[src/csl_pkg.sv]
// Purpose: Shared constants and types of the configuration stream loader
// Assumes: 40 MHz reference clock, 8 MHz nominal internal oscillator
// Notes:   All timing counts derive from their figures in their own unit
package csl_pkg;
  // Clock rates
  localparam int CLK_KHZ      = 40000;
  localparam int OSC_KHZ      = 8000;
  localparam int OSC_CYC      = CLK_KHZ / OSC_KHZ;
  // Power-on delay, nominal, and the factor applied when mode bit zero is low
  localparam int POR_US       = 16000;
  localparam int POR_CYC      = POR_US * (CLK_KHZ / 1000);
  localparam int POR_MASTER_X = 4;
  // Least delay before a released init line counts as inactive
  localparam int INIT_DLY_US  = 50;
  localparam int INIT_DLY_CYC = (INIT_DLY_US * CLK_KHZ + 999) / 1000;
  localparam int MODE_SMP_CYC = 2;
  // Stream layout
  localparam int LEN_W        = 24;
  localparam int CHK_W        = 4;
  localparam int LAST_SPAN    = 7;
  localparam int ADDR_W       = 18;
  localparam int DIV_W        = 20;
  localparam int TAP0         = 4;
  localparam int TAP1         = 9;
  localparam int TAP2         = 14;
  localparam int TAP3         = 19;
  localparam logic [3:0]  PREAMBLE      = 4'h2;
  localparam logic [3:0]  EOF_CODE      = 4'h6;
  localparam logic [17:0] ADDR_UP_START = 18'h00000;
  localparam logic [17:0] ADDR_DN_START = 18'h3ffff;
  // Mode pin codes {bit2,bit1,bit0}
  localparam logic [2:0]  MC_MS  = 3'h0;
  localparam logic [2:0]  MC_SS  = 3'h7;
  localparam logic [2:0]  MC_SPS = 3'h3;
  localparam logic [2:0]  MC_SPA = 3'h5;
  localparam logic [2:0]  MC_MPU = 3'h6;
  localparam logic [2:0]  MC_MPD = 3'h4;
  // Register byte offsets
  localparam logic [11:0] REG_CTRL = 12'h000;
  localparam logic [11:0] REG_STAT = 12'h004;
  localparam logic [11:0] REG_LEN  = 12'h008;
  localparam logic [11:0] REG_CCNT = 12'h00c;
  typedef enum logic [2:0] {MD_MS, MD_MPU, MD_MPD, MD_SPS, MD_SPA, MD_SS, MD_RSV} csl_mode_t;
  typedef enum logic [3:0] {ST_CLEAR, ST_LAST, ST_INITW, ST_DLY, ST_SMP, ST_CFG, ST_ERR, ST_UP} csl_state_t;
  typedef enum logic [2:0] {PS_HDR, PS_LEN, PS_SEP, PS_START, PS_DATA, PS_CHK, PS_PASS} csl_pst_t;
  typedef struct packed {
    logic [1:0] tap_b_sel;
    logic [1:0] tap_a_sel;
    logic       crc_en;
    logic       osc_run;
  } csl_ctrl_t;
  localparam csl_ctrl_t CTRL_RST = '{tap_b_sel: 2'h1, tap_a_sel: 2'h0, crc_en: 1'b0, osc_run: 1'b0};
  typedef struct packed {
    logic [21:0] rsv;
    logic        up;
    logic        err;
    logic        rdy;
    csl_mode_t   mode;
    csl_state_t  st;
  } csl_stat_t;
  typedef struct packed {
    logic vld;
    logic val;
  } csl_bit_t;
endpackage

[src/csl_top.sv]
// Purpose: Configuration stream loader: memory clear, mode pick, bitstream parse, daisy chain
// Assumes: Configuration pins asynchronous to REF_CLK, APB synchronous to it; frame memory itself lies outside
// Notes:   Bits are taken most significant first from each parallel byte
// Contract
// - Resynchronized divider taps at bits 4,9,14,19
// - Oscillator net driven only when run bit set
// - Decode three mode pins into six modes
// - Mode pins become user pins after configuration
// - Master parallel makes clock, addresses, serializes bytes
// - Peripheral modes take bytes with ready status
// - Async peripheral bursts clocks; sync uses external
// - Slave captures rising, re-emits on falling edge
// - Header: ones, 0010, 24-bit length, separator
// - Frame: zero start, data, four check bits
// - Without CRC each frame ends with 0110
// - CRC checked per frame; last spans eleven
// - Frame error halts load, init low, clocks run
// - Pass header through, latch length after preamble
// - Output held high until own frames loaded
// - Start up when clock count equals length
// - Power-on delay 16 ms, fourfold when bit0 low
// - Clear memory while delay or program active
// - After clean pass, one more, then test init
// - Eight postamble bits accepted in counted stream
// - Sample mode pins two clocks after init high
// - Master modes wait 50 us on init release
//
// Register access over APB and the register offsets were decided locally.
`timescale 1ns/10ps
`default_nettype none
module csl_top #(
  parameter int         POR_CYCLES = csl_pkg::POR_CYC,
  parameter int         FRAME_BITS = 97,
  parameter int         NUM_FRAMES = 310,
  parameter logic [3:0] CRC_POLY   = 4'h3,
  parameter logic [3:0] CRC_INIT   = 4'hf
) (
  input  wire logic        REF_CLK,
  input  wire logic        RST_B,
  input  wire logic        PSEL,
  input  wire logic        PENABLE,
  input  wire logic        PWRITE,
  input  wire logic [11:0] PADDR,
  input  wire logic [31:0] PWDATA,
  output logic      [31:0] PRDATA,
  output logic             PREADY,
  output logic             PSLVERR,
  input  wire logic        PROGRAM_B,
  input  wire logic        INIT_I,
  output logic             INIT_O,
  output logic             INIT_OE,
  input  wire logic        MODE_BIT0_I,
  input  wire logic        MODE_BIT1_I,
  input  wire logic        MODE_BIT2_I,
  output logic             MODE_BIT1_O,
  output logic             MODE_BIT1_OE,
  input  wire logic        CONFIG_CLOCK_I,
  output logic             CONFIG_CLOCK_O,
  output logic             CONFIG_CLOCK_OE,
  input  wire logic        DIN,
  output logic             DOUT,
  input  wire logic [7:0]  DATA_IN,
  output logic      [17:0] PROM_ADDR,
  input  wire logic        PERIPH_WR_B,
  output logic             PERIPH_READY,
  output logic             STARTUP,
  output logic             OSC_OUT_NET,
  output logic             DIVIDER_TAP_A,
  output logic             DIVIDER_TAP_B,
  output logic             MODE_BIT0_USER_IN,
  output logic             MODE_BIT2_USER_IN,
  input  wire logic        MODE_BIT1_USER_OUT,
  input  wire logic        MODE_BIT1_USER_OE
);
  localparam logic [21:0] POR_LIM1 = 22'(POR_CYCLES);
  localparam logic [21:0] POR_LIM4 = 22'(POR_CYCLES * csl_pkg::POR_MASTER_X);

  logic [15:0]         s1_ff;
  logic [15:0]         s2_ff;
  logic                xclk_prev_ff;
  logic                wr_prev_ff;
  logic [3:0]          osc_cnt_ff;
  logic [19:0]         div_ff;
  logic [3:0]          tap_ff;
  logic [21:0]         por_cnt_ff;
  csl_pkg::csl_state_t state_ff;
  csl_pkg::csl_state_t nxt_state;
  csl_pkg::csl_mode_t  mode_ff;
  logic [15:0]         fa_ff;
  logic [11:0]         dly_ff;
  logic                config_clock_ff;
  logic [7:0]          sh_ff;
  logic [3:0]          pend_ff;
  logic [17:0]         addr_ff;
  csl_pkg::csl_pst_t   pst_ff;
  csl_pkg::csl_pst_t   nxt_pst;
  logic [3:0]          hdr_ff;
  logic [3:0]          nxt_hdr;
  logic [23:0]         len_ff;
  logic [23:0]         nxt_len;
  logic [15:0]         bcnt_ff;
  logic [15:0]         nxt_bcnt;
  logic [15:0]         fcnt_ff;
  logic [15:0]         nxt_fcnt;
  logic [3:0]          crc_ff;
  logic [3:0]          nxt_crc;
  logic [3:0]          chk_ff;
  logic [3:0]          nxt_chk;
  logic                err_ff;
  logic                nxt_err;
  logic [23:0]         ccnt_ff;
  logic                dnext_ff;
  csl_pkg::csl_ctrl_t  ctrl_ff;

  // Pin synchronizer, two stages
  always_ff @(posedge REF_CLK or negedge RST_B)
  begin
    if (!RST_B)
    begin
      s1_ff <= 16'h0000;
      s2_ff <= 16'h0000;
    end
    else
    begin
      s1_ff <= {PROGRAM_B, INIT_I, MODE_BIT2_I, MODE_BIT1_I, MODE_BIT0_I, CONFIG_CLOCK_I, DIN, PERIPH_WR_B, DATA_IN};
      s2_ff <= s1_ff;
    end
  end

  // Synchronized pin views and edges
  wire       prog_b_s = s2_ff[15];
  wire       init_s   = s2_ff[14];
  wire [2:0] mode_s   = s2_ff[13:11];
  wire       xclk_s   = s2_ff[10];
  wire       din_s    = s2_ff[9];
  wire       wr_b_s   = s2_ff[8];
  wire [7:0] data_s   = s2_ff[7:0];
  wire       xrise    = xclk_s & ~xclk_prev_ff;
  wire       xfall    = ~xclk_s & xclk_prev_ff;
  wire       wr_fall  = ~wr_b_s & wr_prev_ff;

  // Mode decode of the pins and of the sampled mode
  wire csl_pkg::csl_mode_t mode_dec =
    (mode_s == csl_pkg::MC_MS)  ? csl_pkg::MD_MS  :
    (mode_s == csl_pkg::MC_SS)  ? csl_pkg::MD_SS  :
    (mode_s == csl_pkg::MC_SPS) ? csl_pkg::MD_SPS :
    (mode_s == csl_pkg::MC_SPA) ? csl_pkg::MD_SPA :
    (mode_s == csl_pkg::MC_MPU) ? csl_pkg::MD_MPU :
    (mode_s == csl_pkg::MC_MPD) ? csl_pkg::MD_MPD : csl_pkg::MD_RSV;
  wire m_par    = (mode_ff == csl_pkg::MD_MPU) | (mode_ff == csl_pkg::MD_MPD);
  wire m_master = m_par | (mode_ff == csl_pkg::MD_MS);
  wire m_spa    = mode_ff == csl_pkg::MD_SPA;
  wire m_sps    = mode_ff == csl_pkg::MD_SPS;
  wire m_ext    = m_sps | (mode_ff == csl_pkg::MD_SS);
  wire m_serial = (mode_ff == csl_pkg::MD_MS) | (mode_ff == csl_pkg::MD_SS);

  // Internal oscillator and time-out divider
  wire osc_tick = osc_cnt_ff == 4'(csl_pkg::OSC_CYC - 1);
  wire osc_lvl  = osc_cnt_ff < 4'(csl_pkg::OSC_CYC / 2);
  wire [3:0] taps = {div_ff[csl_pkg::TAP3], div_ff[csl_pkg::TAP2], div_ff[csl_pkg::TAP1], div_ff[csl_pkg::TAP0]};
  always_ff @(posedge REF_CLK or negedge RST_B)
  begin
    if (!RST_B)
    begin
      osc_cnt_ff <= 4'h0;
      div_ff     <= 20'h00000;
      tap_ff     <= 4'h0;
    end
    else
    begin
      osc_cnt_ff <= osc_tick ? 4'h0 : osc_cnt_ff + 4'h1;
      div_ff     <= osc_tick ? div_ff + 20'h00001 : div_ff;
      tap_ff     <= taps;
    end
  end

  // Power-on delay, longer when mode bit zero is low
  wire [21:0] por_lim  = mode_s[0] ? POR_LIM1 : POR_LIM4;
  wire        por_busy = por_cnt_ff < por_lim;
  always_ff @(posedge REF_CLK or negedge RST_B)
  begin
    if (!RST_B)
      por_cnt_ff <= 22'h000000;
    else if (por_busy)
      por_cnt_ff <= por_cnt_ff + 22'h000001;
  end

  // Clearing pass over the frame addresses
  wire pass_end = osc_tick & (fa_ff == 16'(NUM_FRAMES - 1));
  wire cfg_act  = state_ff == csl_pkg::ST_CFG;
  wire len_hit  = cfg_act & (pst_ff == csl_pkg::PS_PASS) & (ccnt_ff == len_ff);

  // Sequencer next state
  always_comb
  begin
    nxt_state = state_ff;
    if (!prog_b_s)
      nxt_state = csl_pkg::ST_CLEAR;
    else
    begin
      case (state_ff)
        csl_pkg::ST_CLEAR: if (pass_end && !por_busy) nxt_state = csl_pkg::ST_LAST;
        csl_pkg::ST_LAST:  if (pass_end) nxt_state = csl_pkg::ST_INITW;
        csl_pkg::ST_INITW: if (init_s) nxt_state = mode_s[0] ? csl_pkg::ST_SMP : csl_pkg::ST_DLY;
        csl_pkg::ST_DLY:   if (dly_ff == 12'(csl_pkg::INIT_DLY_CYC - 1)) nxt_state = csl_pkg::ST_SMP;
        csl_pkg::ST_SMP:   if (dly_ff == 12'(csl_pkg::MODE_SMP_CYC - 1)) nxt_state = csl_pkg::ST_CFG;
        csl_pkg::ST_CFG:   if (err_ff) nxt_state = csl_pkg::ST_ERR;
                           else if (len_hit) nxt_state = csl_pkg::ST_UP;
        default:           nxt_state = state_ff;
      endcase
    end
  end

  // Sequencer registers, mode sample and clear address
  always_ff @(posedge REF_CLK or negedge RST_B)
  begin
    if (!RST_B)
    begin
      state_ff <= csl_pkg::ST_CLEAR;
      dly_ff   <= 12'h000;
      fa_ff    <= 16'h0000;
      mode_ff  <= csl_pkg::MD_RSV;
    end
    else
    begin
      state_ff <= nxt_state;
      dly_ff   <= (nxt_state != state_ff) ? 12'h000 : dly_ff + 12'h001;
      fa_ff    <= pass_end ? 16'h0000 : (osc_tick ? fa_ff + 16'h0001 : fa_ff);
      if (state_ff == csl_pkg::ST_SMP && nxt_state == csl_pkg::ST_CFG)
        mode_ff <= mode_dec;
    end
  end

  // Configuration clock: own clock in master and async peripheral modes
  wire run_st   = cfg_act | (state_ff == csl_pkg::ST_ERR) | (state_ff == csl_pkg::ST_UP);
  wire config_clock_run = run_st & (m_master | (m_spa & (pend_ff != 4'h0)));
  wire int_rise = osc_tick & config_clock_run & ~config_clock_ff;
  wire int_fall = osc_tick & config_clock_ff;
  wire tick     = m_ext ? xrise : int_rise;
  wire fall_t   = m_ext ? xfall : int_fall;

  // Bit extraction from serial pin or byte shifter
  wire load_now = tick & (pend_ff == 4'h0) & (m_par | m_sps);
  wire bit_in   = m_serial ? din_s : (load_now ? data_s[7] : sh_ff[7]);
  wire csl_pkg::csl_bit_t bev = '{vld: cfg_act & tick & (m_serial | load_now | (pend_ff != 4'h0)), val: bit_in};
  wire spa_take = cfg_act & m_spa & wr_fall & (pend_ff == 4'h0);

  always_ff @(posedge REF_CLK or negedge RST_B)
  begin
    if (!RST_B)
    begin
      config_clock_ff      <= 1'b0;
      xclk_prev_ff <= 1'b0;
      wr_prev_ff   <= 1'b1;
      sh_ff        <= 8'h00;
      pend_ff      <= 4'h0;
    end
    else
    begin
      config_clock_ff      <= (osc_tick & (config_clock_run | config_clock_ff)) ? ~config_clock_ff : config_clock_ff;
      xclk_prev_ff <= xclk_s;
      wr_prev_ff   <= wr_b_s;
      if (!cfg_act)
        pend_ff <= 4'h0;
      else if (spa_take)
      begin
        sh_ff   <= data_s;
        pend_ff <= 4'h8;
      end
      else if (bev.vld && !m_serial)
      begin
        sh_ff   <= load_now ? {data_s[6:0], 1'b0} : {sh_ff[6:0], 1'b0};
        pend_ff <= load_now ? 4'h7 : pend_ff - 4'h1;
      end
    end
  end

  // PROM address: start at either end, step per byte fetched
  always_ff @(posedge REF_CLK or negedge RST_B)
  begin
    if (!RST_B)
      addr_ff <= csl_pkg::ADDR_UP_START;
    else if (state_ff == csl_pkg::ST_SMP)
      addr_ff <= (mode_dec == csl_pkg::MD_MPD) ? csl_pkg::ADDR_DN_START : csl_pkg::ADDR_UP_START;
    else if (load_now && m_par)
      addr_ff <= (mode_ff == csl_pkg::MD_MPD) ? addr_ff - 18'h00001 : addr_ff + 18'h00001;
  end

  // Frame check helpers
  wire        b         = bev.val;
  wire        last_fr   = fcnt_ff == 16'(NUM_FRAMES - 1);
  wire [15:0] span      = last_fr ? 16'(csl_pkg::LAST_SPAN) : 16'h0000;
  wire [15:0] data_last = 16'(FRAME_BITS - 1) - span;
  wire [15:0] chk_last  = 16'(csl_pkg::CHK_W - 1) + span;
  wire [3:0]  crc_step  = {crc_ff[2:0], 1'b0} ^ ((crc_ff[3] ^ b) ? CRC_POLY : 4'h0);
  wire [3:0]  new_chk   = {chk_ff[2:0], b};
  wire        chk_ok    = ctrl_ff.crc_en ? (new_chk == crc_ff) : (new_chk == csl_pkg::EOF_CODE);

  // Bitstream parser next state
  always_comb
  begin
    nxt_pst  = pst_ff;
    nxt_hdr  = hdr_ff;
    nxt_len  = len_ff;
    nxt_bcnt = bcnt_ff;
    nxt_fcnt = fcnt_ff;
    nxt_crc  = crc_ff;
    nxt_chk  = chk_ff;
    nxt_err  = err_ff;
    if (state_ff == csl_pkg::ST_CLEAR)
    begin
      nxt_pst  = csl_pkg::PS_HDR;
      nxt_hdr  = 4'hf;
      nxt_bcnt = 16'h0000;
      nxt_fcnt = 16'h0000;
      nxt_crc  = CRC_INIT;
      nxt_err  = 1'b0;
    end
    else if (bev.vld)
    begin
      nxt_bcnt = bcnt_ff + 16'h0001;
      case (pst_ff)
        csl_pkg::PS_HDR:
        begin
          nxt_hdr  = {hdr_ff[2:0], b};
          nxt_bcnt = 16'h0000;
          if ({hdr_ff[2:0], b} == csl_pkg::PREAMBLE)
            nxt_pst = csl_pkg::PS_LEN;
        end
        csl_pkg::PS_LEN:
        begin
          nxt_len = {len_ff[22:0], b};
          if (bcnt_ff == 16'(csl_pkg::LEN_W - 1))
          begin
            nxt_pst  = csl_pkg::PS_SEP;
            nxt_bcnt = 16'h0000;
          end
        end
        csl_pkg::PS_SEP:
        begin
          if (!b)
            nxt_err = 1'b1;
          if (bcnt_ff == 16'(csl_pkg::CHK_W - 1))
          begin
            nxt_pst  = csl_pkg::PS_START;
            nxt_bcnt = 16'h0000;
          end
        end
        csl_pkg::PS_START:
        begin
          nxt_bcnt = 16'h0000;
          if (!b)
            nxt_pst = csl_pkg::PS_DATA;
          else if (ctrl_ff.crc_en)
            nxt_err = 1'b1;
        end
        csl_pkg::PS_DATA:
        begin
          nxt_crc = crc_step;
          if (bcnt_ff == data_last)
          begin
            nxt_pst  = csl_pkg::PS_CHK;
            nxt_bcnt = 16'h0000;
          end
        end
        csl_pkg::PS_CHK:
        begin
          if (bcnt_ff < span)
            nxt_crc = crc_step;
          else
            nxt_chk = new_chk;
          if (bcnt_ff == chk_last)
          begin
            nxt_bcnt = 16'h0000;
            if (!chk_ok)
              nxt_err = 1'b1;
            else if (last_fr)
              nxt_pst = csl_pkg::PS_PASS;
            else
            begin
              nxt_pst  = csl_pkg::PS_START;
              nxt_fcnt = fcnt_ff + 16'h0001;
            end
          end
        end
        default: nxt_bcnt = bcnt_ff;
      endcase
    end
  end

  // Parser registers and configuration clock count
  always_ff @(posedge REF_CLK or negedge RST_B)
  begin
    if (!RST_B)
    begin
      pst_ff   <= csl_pkg::PS_HDR;
      hdr_ff   <= 4'hf;
      len_ff   <= 24'h000000;
      bcnt_ff  <= 16'h0000;
      fcnt_ff  <= 16'h0000;
      crc_ff   <= CRC_INIT;
      chk_ff   <= 4'h0;
      err_ff   <= 1'b0;
      ccnt_ff  <= 24'h000000;
      dnext_ff <= 1'b1;
    end
    else
    begin
      pst_ff  <= nxt_pst;
      hdr_ff  <= nxt_hdr;
      len_ff  <= nxt_len;
      bcnt_ff <= nxt_bcnt;
      fcnt_ff <= nxt_fcnt;
      crc_ff  <= nxt_crc;
      chk_ff  <= nxt_chk;
      err_ff  <= nxt_err;
      if (state_ff == csl_pkg::ST_CLEAR)
        ccnt_ff <= 24'h000000;
      else if (cfg_act && tick)
        ccnt_ff <= ccnt_ff + 24'h000001;
      if (bev.vld)
        dnext_ff <= (pst_ff == csl_pkg::PS_HDR || pst_ff == csl_pkg::PS_LEN || pst_ff == csl_pkg::PS_PASS)
                    ? b : 1'b1;
    end
  end

  // APB decode and read selection
  wire        apb_acc = PSEL & PENABLE;
  wire        apb_cmp = apb_acc & PREADY;
  wire        hit     = (PADDR == csl_pkg::REG_CTRL) | (PADDR == csl_pkg::REG_STAT) |
                        (PADDR == csl_pkg::REG_LEN) | (PADDR == csl_pkg::REG_CCNT);
  wire csl_pkg::csl_stat_t stat_w = '{rsv: 22'h000000, up: state_ff == csl_pkg::ST_UP, err: err_ff,
                                      rdy: PERIPH_READY, mode: mode_ff, st: state_ff};
  wire [31:0] rd_w =
    (PADDR == csl_pkg::REG_CTRL) ? {26'h0000000, ctrl_ff} :
    (PADDR == csl_pkg::REG_STAT) ? stat_w :
    (PADDR == csl_pkg::REG_LEN)  ? {8'h00, len_ff} :
    (PADDR == csl_pkg::REG_CCNT) ? {8'h00, ccnt_ff} : 32'h00000000;

  // APB slave: one wait state on every access
  always_ff @(posedge REF_CLK or negedge RST_B)
  begin
    if (!RST_B)
    begin
      PREADY  <= 1'b0;
      PSLVERR <= 1'b0;
      PRDATA  <= 32'h00000000;
      ctrl_ff <= csl_pkg::CTRL_RST;
    end
    else
    begin
      PREADY  <= apb_acc & ~PREADY;
      PSLVERR <= apb_acc & ~PREADY & ~hit;
      PRDATA  <= (apb_acc && !PREADY && !PWRITE) ? rd_w : 32'h00000000;
      if (apb_cmp && PWRITE && PADDR == csl_pkg::REG_CTRL)
        ctrl_ff <= PWDATA[5:0];
    end
  end

  // Pin and net outputs
  always_ff @(posedge REF_CLK or negedge RST_B)
  begin
    if (!RST_B)
    begin
      INIT_O            <= 1'b0;
      INIT_OE           <= 1'b1;
      DOUT              <= 1'b1;
      CONFIG_CLOCK_O    <= 1'b0;
      CONFIG_CLOCK_OE   <= 1'b0;
      PROM_ADDR         <= csl_pkg::ADDR_UP_START;
      PERIPH_READY      <= 1'b0;
      STARTUP           <= 1'b0;
      OSC_OUT_NET       <= 1'b0;
      DIVIDER_TAP_A     <= 1'b0;
      DIVIDER_TAP_B     <= 1'b0;
      MODE_BIT0_USER_IN <= 1'b0;
      MODE_BIT2_USER_IN <= 1'b0;
      MODE_BIT1_O       <= 1'b0;
      MODE_BIT1_OE      <= 1'b0;
    end
    else
    begin
      INIT_O            <= 1'b0;
      INIT_OE           <= (nxt_state == csl_pkg::ST_CLEAR) | (nxt_state == csl_pkg::ST_LAST) |
                           (nxt_state == csl_pkg::ST_ERR);
      if (fall_t)
        DOUT <= dnext_ff;
      CONFIG_CLOCK_O    <= config_clock_ff;
      CONFIG_CLOCK_OE   <= run_st & (m_master | m_spa);
      PROM_ADDR         <= addr_ff;
      PERIPH_READY      <= cfg_act & (m_spa | m_sps) & (pend_ff == 4'h0) & ~spa_take;
      STARTUP           <= nxt_state == csl_pkg::ST_UP;
      OSC_OUT_NET       <= osc_lvl & ctrl_ff.osc_run;
      DIVIDER_TAP_A     <= tap_ff[ctrl_ff.tap_a_sel];
      DIVIDER_TAP_B     <= tap_ff[ctrl_ff.tap_b_sel];
      MODE_BIT0_USER_IN <= (state_ff == csl_pkg::ST_UP) & mode_s[0];
      MODE_BIT2_USER_IN <= (state_ff == csl_pkg::ST_UP) & mode_s[2];
      MODE_BIT1_O       <= MODE_BIT1_USER_OUT;
      MODE_BIT1_OE      <= (state_ff == csl_pkg::ST_UP) & MODE_BIT1_USER_OE;
    end
  end
endmodule // csl_top
`default_nettype wire

[config.mk]
export PLATFORM = sky130hd
export DESIGN_NAME = csl_top
export DESIGN_NICKNAME = d
export VERILOG_FILES = /design/src/csl_pkg.sv /design/src/csl_top.sv
export SDC_FILE = /design/constraint.sdc
export NUM_CORES = 1
export LEC_CHECK = 0
export BUFFER_PORTS_ARGS = -buffer_cell sky130_fd_sc_hd__buf_2
export CORE_MARGIN = 1
export CORE_UTILIZATION = 65
export DETAILED_ROUTE_END_ITERATION = 10
export PLACE_DENSITY = 0.95
export SLEW_MARGIN = 10
export SYNTH_ARGS = -nofsm -noshare
export SYNTH_HDL_FRONTEND = slang
export SYNTH_SLANG_ARGS = --single-unit
[constraint.sdc]
create_clock -name REF_CLK -period 8.5 [get_ports REF_CLK]
set_input_delay 0.85 -clock REF_CLK [delete_from_list [all_inputs] [get_ports REF_CLK]]
set_output_delay 0.85 -clock REF_CLK [all_outputs]
set_load 0.005 [all_outputs]
# ---- Word level (Yosys, flattened, before mapping)
# Index checks and enable logic that the tools add are counted.
dict set report op_classes {
  add_sub_neg 13
  order_cmp 5
  n_eq_ne 59
  reduce_logical 46
  bitwise_logic 60
  mux 90
}
# cell count
set op_table {}
lappend op_table {{$mux 16} 14}
lappend op_table {{$mux 24} 7}
lappend op_table {{$pmux 16 s5} 1}
lappend op_table {{$mux 18} 4}
lappend op_table {{$mux 4} 16}
lappend op_table {{$mux 3} 21}
lappend op_table {{$add 16x1->16 const B} 3}
lappend op_table {{$eq 4x3->1 const B} 9}
lappend op_table {{$ne 3x3->1 const B} 12}
lappend op_table {{$eq 16x9->1 const B} 2}
lappend op_table {{$and 1x1->1} 31}
lappend op_table {{$eq 3x3->1 const B} 9}
lappend op_table {{$add 24x1->24 const B} 1}
lappend op_table {{$eq 12x4->1 const B} 2}
lappend op_table {{$eq 24x24->1} 1}
lappend op_table {{$mux 8} 3}
lappend op_table {{$pmux 4 s6} 1}
lappend op_table {{$add 22x1->22 const B} 1}
lappend op_table {{$lt 22x22->1} 1}
lappend op_table {{$mux 22} 1}
lappend op_table {{$add 20x1->20 const B} 1}
lappend op_table {{$add 18x1->18 const B} 1}
lappend op_table {{$eq 3x2->1 const B} 6}
lappend op_table {{$or 1x1->1} 18}
lappend op_table {{other kinds (51)} 107}
dict set report totals {
  reg_bits 308
  wordCells 320
  input_bits 67
}

# ---- Logic depth before layout (Yosys ltp)
dict set report logic_depth {
  word_depth 19
  mapped_depth 15
  ltp_nobuf 14
}

# ---- Least setup slack after synthesis
# Ideal clock, no wire load.
dict set report synth_path {
  path_kind {reg2reg}
  from {register fcnt_ff[1]}
  to {register bcnt_ff[6]}
  path_stages_with_launch 16
  setup_ps 126
  path_slack_ps 5107
  synth_period_minus_slack_ps 3393
  arrival_ps 3267
  path_cell_list {dfrtp_1 inv_1 ha_1 nor4b_1 nand4_1 inv_1 ha_1 nor4b_1 and3_1 a221o_1 a311oi_1 o211ai_1 clkbuf_1 nor2_1 o21ai_0 o21ai_1}
}
dict set report synth_via {
  elab_chain_cells 8
}
# element line_no
set synth_lines {}
lappend synth_lines {{start, declared} csl_top.sv:103} ;# logic [15:0] fcnt_ff;
lappend synth_lines {{start signal, assigned} csl_top.sv:413} ;# fcnt_ff <= nxt_fcnt;
lappend synth_lines {{$eq 16x9->1 *} csl_top.sv:291} ;# wire last_fr = fcnt_ff == 16'(NUM_FRAMES - 1);
lappend synth_lines {{$mux 3 *} csl_top.sv:292} ;# wire [15:0] span = last_fr ? 16'(csl_pkg::LAST_SPAN) : 16'h0000;
lappend synth_lines {{$sub 7x3->8 / $add 2x3->4 (equally long branches)} {csl_top.sv:293, csl_top.sv:294}}
lappend synth_lines {{$eq 16x16->1 / $eq 16x4->1 (equally long branches)} {csl_top.sv:360, csl_top.sv:372}}
lappend synth_lines {{$mux 16, on equally long branches} {csl_top.sv:360, csl_top.sv:372}}
lappend synth_lines {{$pmux 16 s5 *} csl_top.sv:322} ;# case (pst_ff)
lappend synth_lines {{$mux 16 *} csl_top.sv:319} ;# else if (bev.vld)
lappend synth_lines {{$mux 16 *} csl_top.sv:310} ;# if (state_ff == csl_pkg::ST_CLEAR)
lappend synth_lines {{end signal, assigned} csl_top.sv:412} ;# bcnt_ff <= nxt_bcnt;
lappend synth_lines {{end, declared} csl_top.sv:101} ;# logic [15:0] bcnt_ff;
# Every way passes the cells marked *; elsewhere a longest branch is shown, timed or not. The select of a mux whose other input is x is not followed.
# A chain may end at the register's enable or synchronous reset.

# ---- Final worst setup path
dict set report layout_path {
  from {register fcnt_ff[1]}
  to {register bcnt_ff[14]}
}
# The elaborated chain is that of the path after synthesis.

==> out/summary.txt <==
Worst path top cell family by delay -> simple AND/OR/NAND/NOR gates
share of layout cells above drive strength 1 -> 15.5%
Hold-fix buffers, CTS -> 0
clk_lat worst skew -> 0.56 ns
Die Ht -> 154 microns
Yosys warnings -> 0
Worst Path Max Fanout -> 17
cells along the critical path -> inv_1, ha_1, nor4b_1, nand4_1, inv_1, ha_1, nor4b_1, and3_1, a221o_1, a311oi_1, o211ai_1, buf_4, nor2_1, nand4_1, o21ai_0
total power -> 3030 uW
post-DR vias/cell -> 6.48
P_leak -> 0.00783 uW
Setup Buffers After CTS -> 0
clock buffer depth -> 3
CTS sink count -> 308
R2R depth -> 15
Synth Register Bits -> 308
H-tree depth -> 1
CP Buf/Inv Count -> 3
largest net degree at the start of global routing -> 183
critical path required time -> 8.97 ns
Top Ports -> 133
Resize count post-CTS -> 0
initial antenna violation count -> 2
Total Wirelength -> 35600 microns
top sig layer -> met4
Root Driver -> clkbuf_16
Worst Skew -> 0.0147 ns
total grt overflow -> 0
share of the synthesized area in the top cell type -> 48.9%
final hold viol count -> 0
fmax -> 0.241 GHz
fin crit period -> 4.15 ns
Num CTS Buffers -> 31
die footprint -> 23800 sq um
RR Startpoint -> fcnt_ff[1]
post-route clock period utilization -> 48.8%
Vias -> 11866
Crit path arrival time -> 4.62 ns
Worst Tran Pin Value -> 1.13 ns
status -> complete, no violations
Synth area leaders -> dfrtp_1 (49%), xnor2_1 (5.5%), nor2_1 (3.8%)
Final Max Tran Viols -> 0
first-pass GRT wire length -> 58100 microns
core footprint -> 22600 sq um
hold depth -> 0
Post-synth EDFFs -> 0
critical path class -> reg -> reg
Setup crit start kind -> flip-flop
GPL Wtd Cong -> 0.864
Routed Antenna Nets -> 0
DR WL met2 -> 18100 microns
GRT Util Overall -> 30.4%
CTS tree -> yes
R2R Setup Slk -> 4.35 ns
hold endpoint -> s2_ff[3]
Pwr per Cell Area -> 180 nW/um^2
Seq/Total Area, Yosys -> 51.3%
Crit path largest cell delay -> 0.61 ns
DR DRC count -> 0
IO Port Bufs -> 97
area delta synth->final -> 11.7%
critical path capture point type -> flip-flop
metal3 WL -> 2550 microns
Slew HR -> 24.5%
Rows -> 55
post-synthesis async set-or-reset flop share -> 100%
final setup fails -> 0
Hold Path Class -> reg -> reg
drt pass-1 iters -> 7
Horiz. Die Dim -> 154 microns
Yosys cell types -> 81
Main synth FF type -> dfrtp_1
slowest CP cell -> nor2_1
reg-to-reg endpoint -> bcnt_ff[14]
vias in the first global route -> 12011
dpl hpwl -> 22200 microns
post-synth design cell area -> 15000 sq um
Post-Syn Instances -> 1441
area leader, netlist -> dfrtp_1
max-cap viol count -> 0
Worst-path clk slew -> 0.06 ns
Max VDD drop -> 0.170 mV
1st-iter DRT viols -> 1211
setup_tns -> 0 ns
FILL cells -> 1330
Initial Utilization -> 66.5%
RSZ-0062 raised after global routing -> false
Avg Synthesized Cell Area -> 10.4 sq um
M1 wire length -> 13500 microns
# nets final -> 1630
Routed wire per std cell -> 19.4 microns
hold wc startpoint -> s1_ff[3]
==> how the worst max path moves through the flow <==
stage,cells after the start,from,to
after global placement,15,fcnt_ff[1],bcnt_ff[15]
final,15,fcnt_ff[1],bcnt_ff[14]
after floorplan,15,fcnt_ff[1],bcnt_ff[6]
after detailed placement,15,fcnt_ff[1],bcnt_ff[14]
after CTS,15,fcnt_ff[1],bcnt_ff[14]
after global routing,15,fcnt_ff[1],bcnt_ff[15]
==> cells in the mapped netlist (8+ instances only) <==
library cell	n
nand2b_1	8
dfrtp_1	294
inv_1	31
ha_1	40
or3_1	9
xor2_1	38
xnor2_1	95
and3_1	36
a31oi_1	10
o211ai_1	16
nand3_1	50
a21oi_1	57
dfstp_2	14
nand2_1	128
mux2i_1	25
mux2_2	42
nor3_1	26
o21ai_0	62
or4_1	14
nor4_1	15
and2_1	12
o21ai_1	11
clkbuf_1	44
mux4_2	8
nor2b_1	18
buf_4	9
and4_1	10
nand4_1	46
nor2_1	151
==> where the power goes <==
part	switching (uW)	leakage, uW	internal, uW	total (uW)
clock network	565	0.000540	888	1450
logic	53.8	0.00316	26.2	80.0
registers	15.5	0.00413	1480	1500
==> flip-flops by register name (all words and copies together) (netlist names), 4 cells and up <==
| register | flops |
|---|---|
| por_cnt_ff | 22 |
| state_ff | 4 |
| PRDATA | 24 |
| s2_ff | 16 |
| div_ff | 20 |
| len_ff | 24 |
| sh_ff | 8 |
| ccnt_ff | 24 |
| addr_ff | 18 |
| dly_ff | 12 |
| PROM_ADDR | 18 |
| fa_ff | 16 |
| bcnt_ff | 16 |
| pend_ff | 4 |
| s1_ff | 16 |
| osc_cnt_ff | 4 |
| ctrl_ff | 6 |
| tap_ff | 4 |
| crc_ff | 4 |
| fcnt_ff | 16 |
==> cells by family (layout without fill, tap and decap cells) <==
group | after synthesis | count (layout) | synth area share (%)
simple gates | 562 | 562 | 19.1
flops | 308 | 308 | 51.3
compound gates | 223 | 223 | 9.41
xor+xnor | 133 | 133 | 7.74
buf+inv | 98 | 194 | 2.89
mux | 75 | 75 | 6.00
fa+ha+maj | 41 | 41 | 3.46
other cells | 1 | 10 | 0.0249
==> area by class of cell <==
| class | count | area (sq um) | area share [%] |
|---|---|---|---|
| Antenna cell | 1 | 2.50 | 0.0149 |
| Clock buffer | 44 | 905 | 5.38 |
| Clock inverter | 12 | 195 | 1.16 |
| Inverter | 32 | 123 | 0.729 |
| Multi-Input combinational cell | 1043 | 6930 | 41.2 |
| Sequential cell | 308 | 7720 | 45.9 |
| Tap cell | 285 | 357 | 2.12 |
| Timing Repair Buffer | 106 | 576 | 3.42 |
==> layout by cell type, fill, tap and decap left out, drive strengths merged, types with 5 or more instances in the layout <==
cell type / instances
ha: 40
nor4b: 9
o31ai: 7
nand2b: 8
nor4: 15
and3: 36
xor2: 38
a22oi: 5
o21ai: 73
inv: 32
nor2b: 18
or4: 15
nor4bb: 6
dfrtp: 294
buf: 106
nand4: 46
conb: 9
bufinv: 5
nor2: 152
o211ai: 16
o22a: 5
mux2: 42
xnor2: 95
mux4: 8
a31oi: 10
nand3: 51
mux2i: 25
and2: 12
nand2: 128
or3: 9
or2: 6
a21oi: 57
dfstp: 14
clkinv: 6
clkbuf: 44
nor3: 26
and4: 10
==> stage by stage <==
stage          worst slack, ns  area (sq um)  utilization, %  cells  hold slack [ns]
3_5_place_dp              4.36         15700            69.4   1774            0.335
3_3_place_gp              4.59         15700            69.4   1774            0.333
6_report                  4.35         16800            74.3   1831            0.346
2_1_floorplan             5.11         15100               -   1449            0.331
4_1_cts                   4.35         16800            74.2   1830            0.348
5_1_grt                   4.07         16800            74.2   1830            0.355
==> metal layers <==
metal / global-route usage (%) / up-vias
li1: - / 5260
met1: 37.3 / 5851
met2: 53.2 / 613
met3: 4.65 / 142
met4: 13.3 / 0
met5: 0 / -
Note: power is estimated with default switching activity, not from simulation.
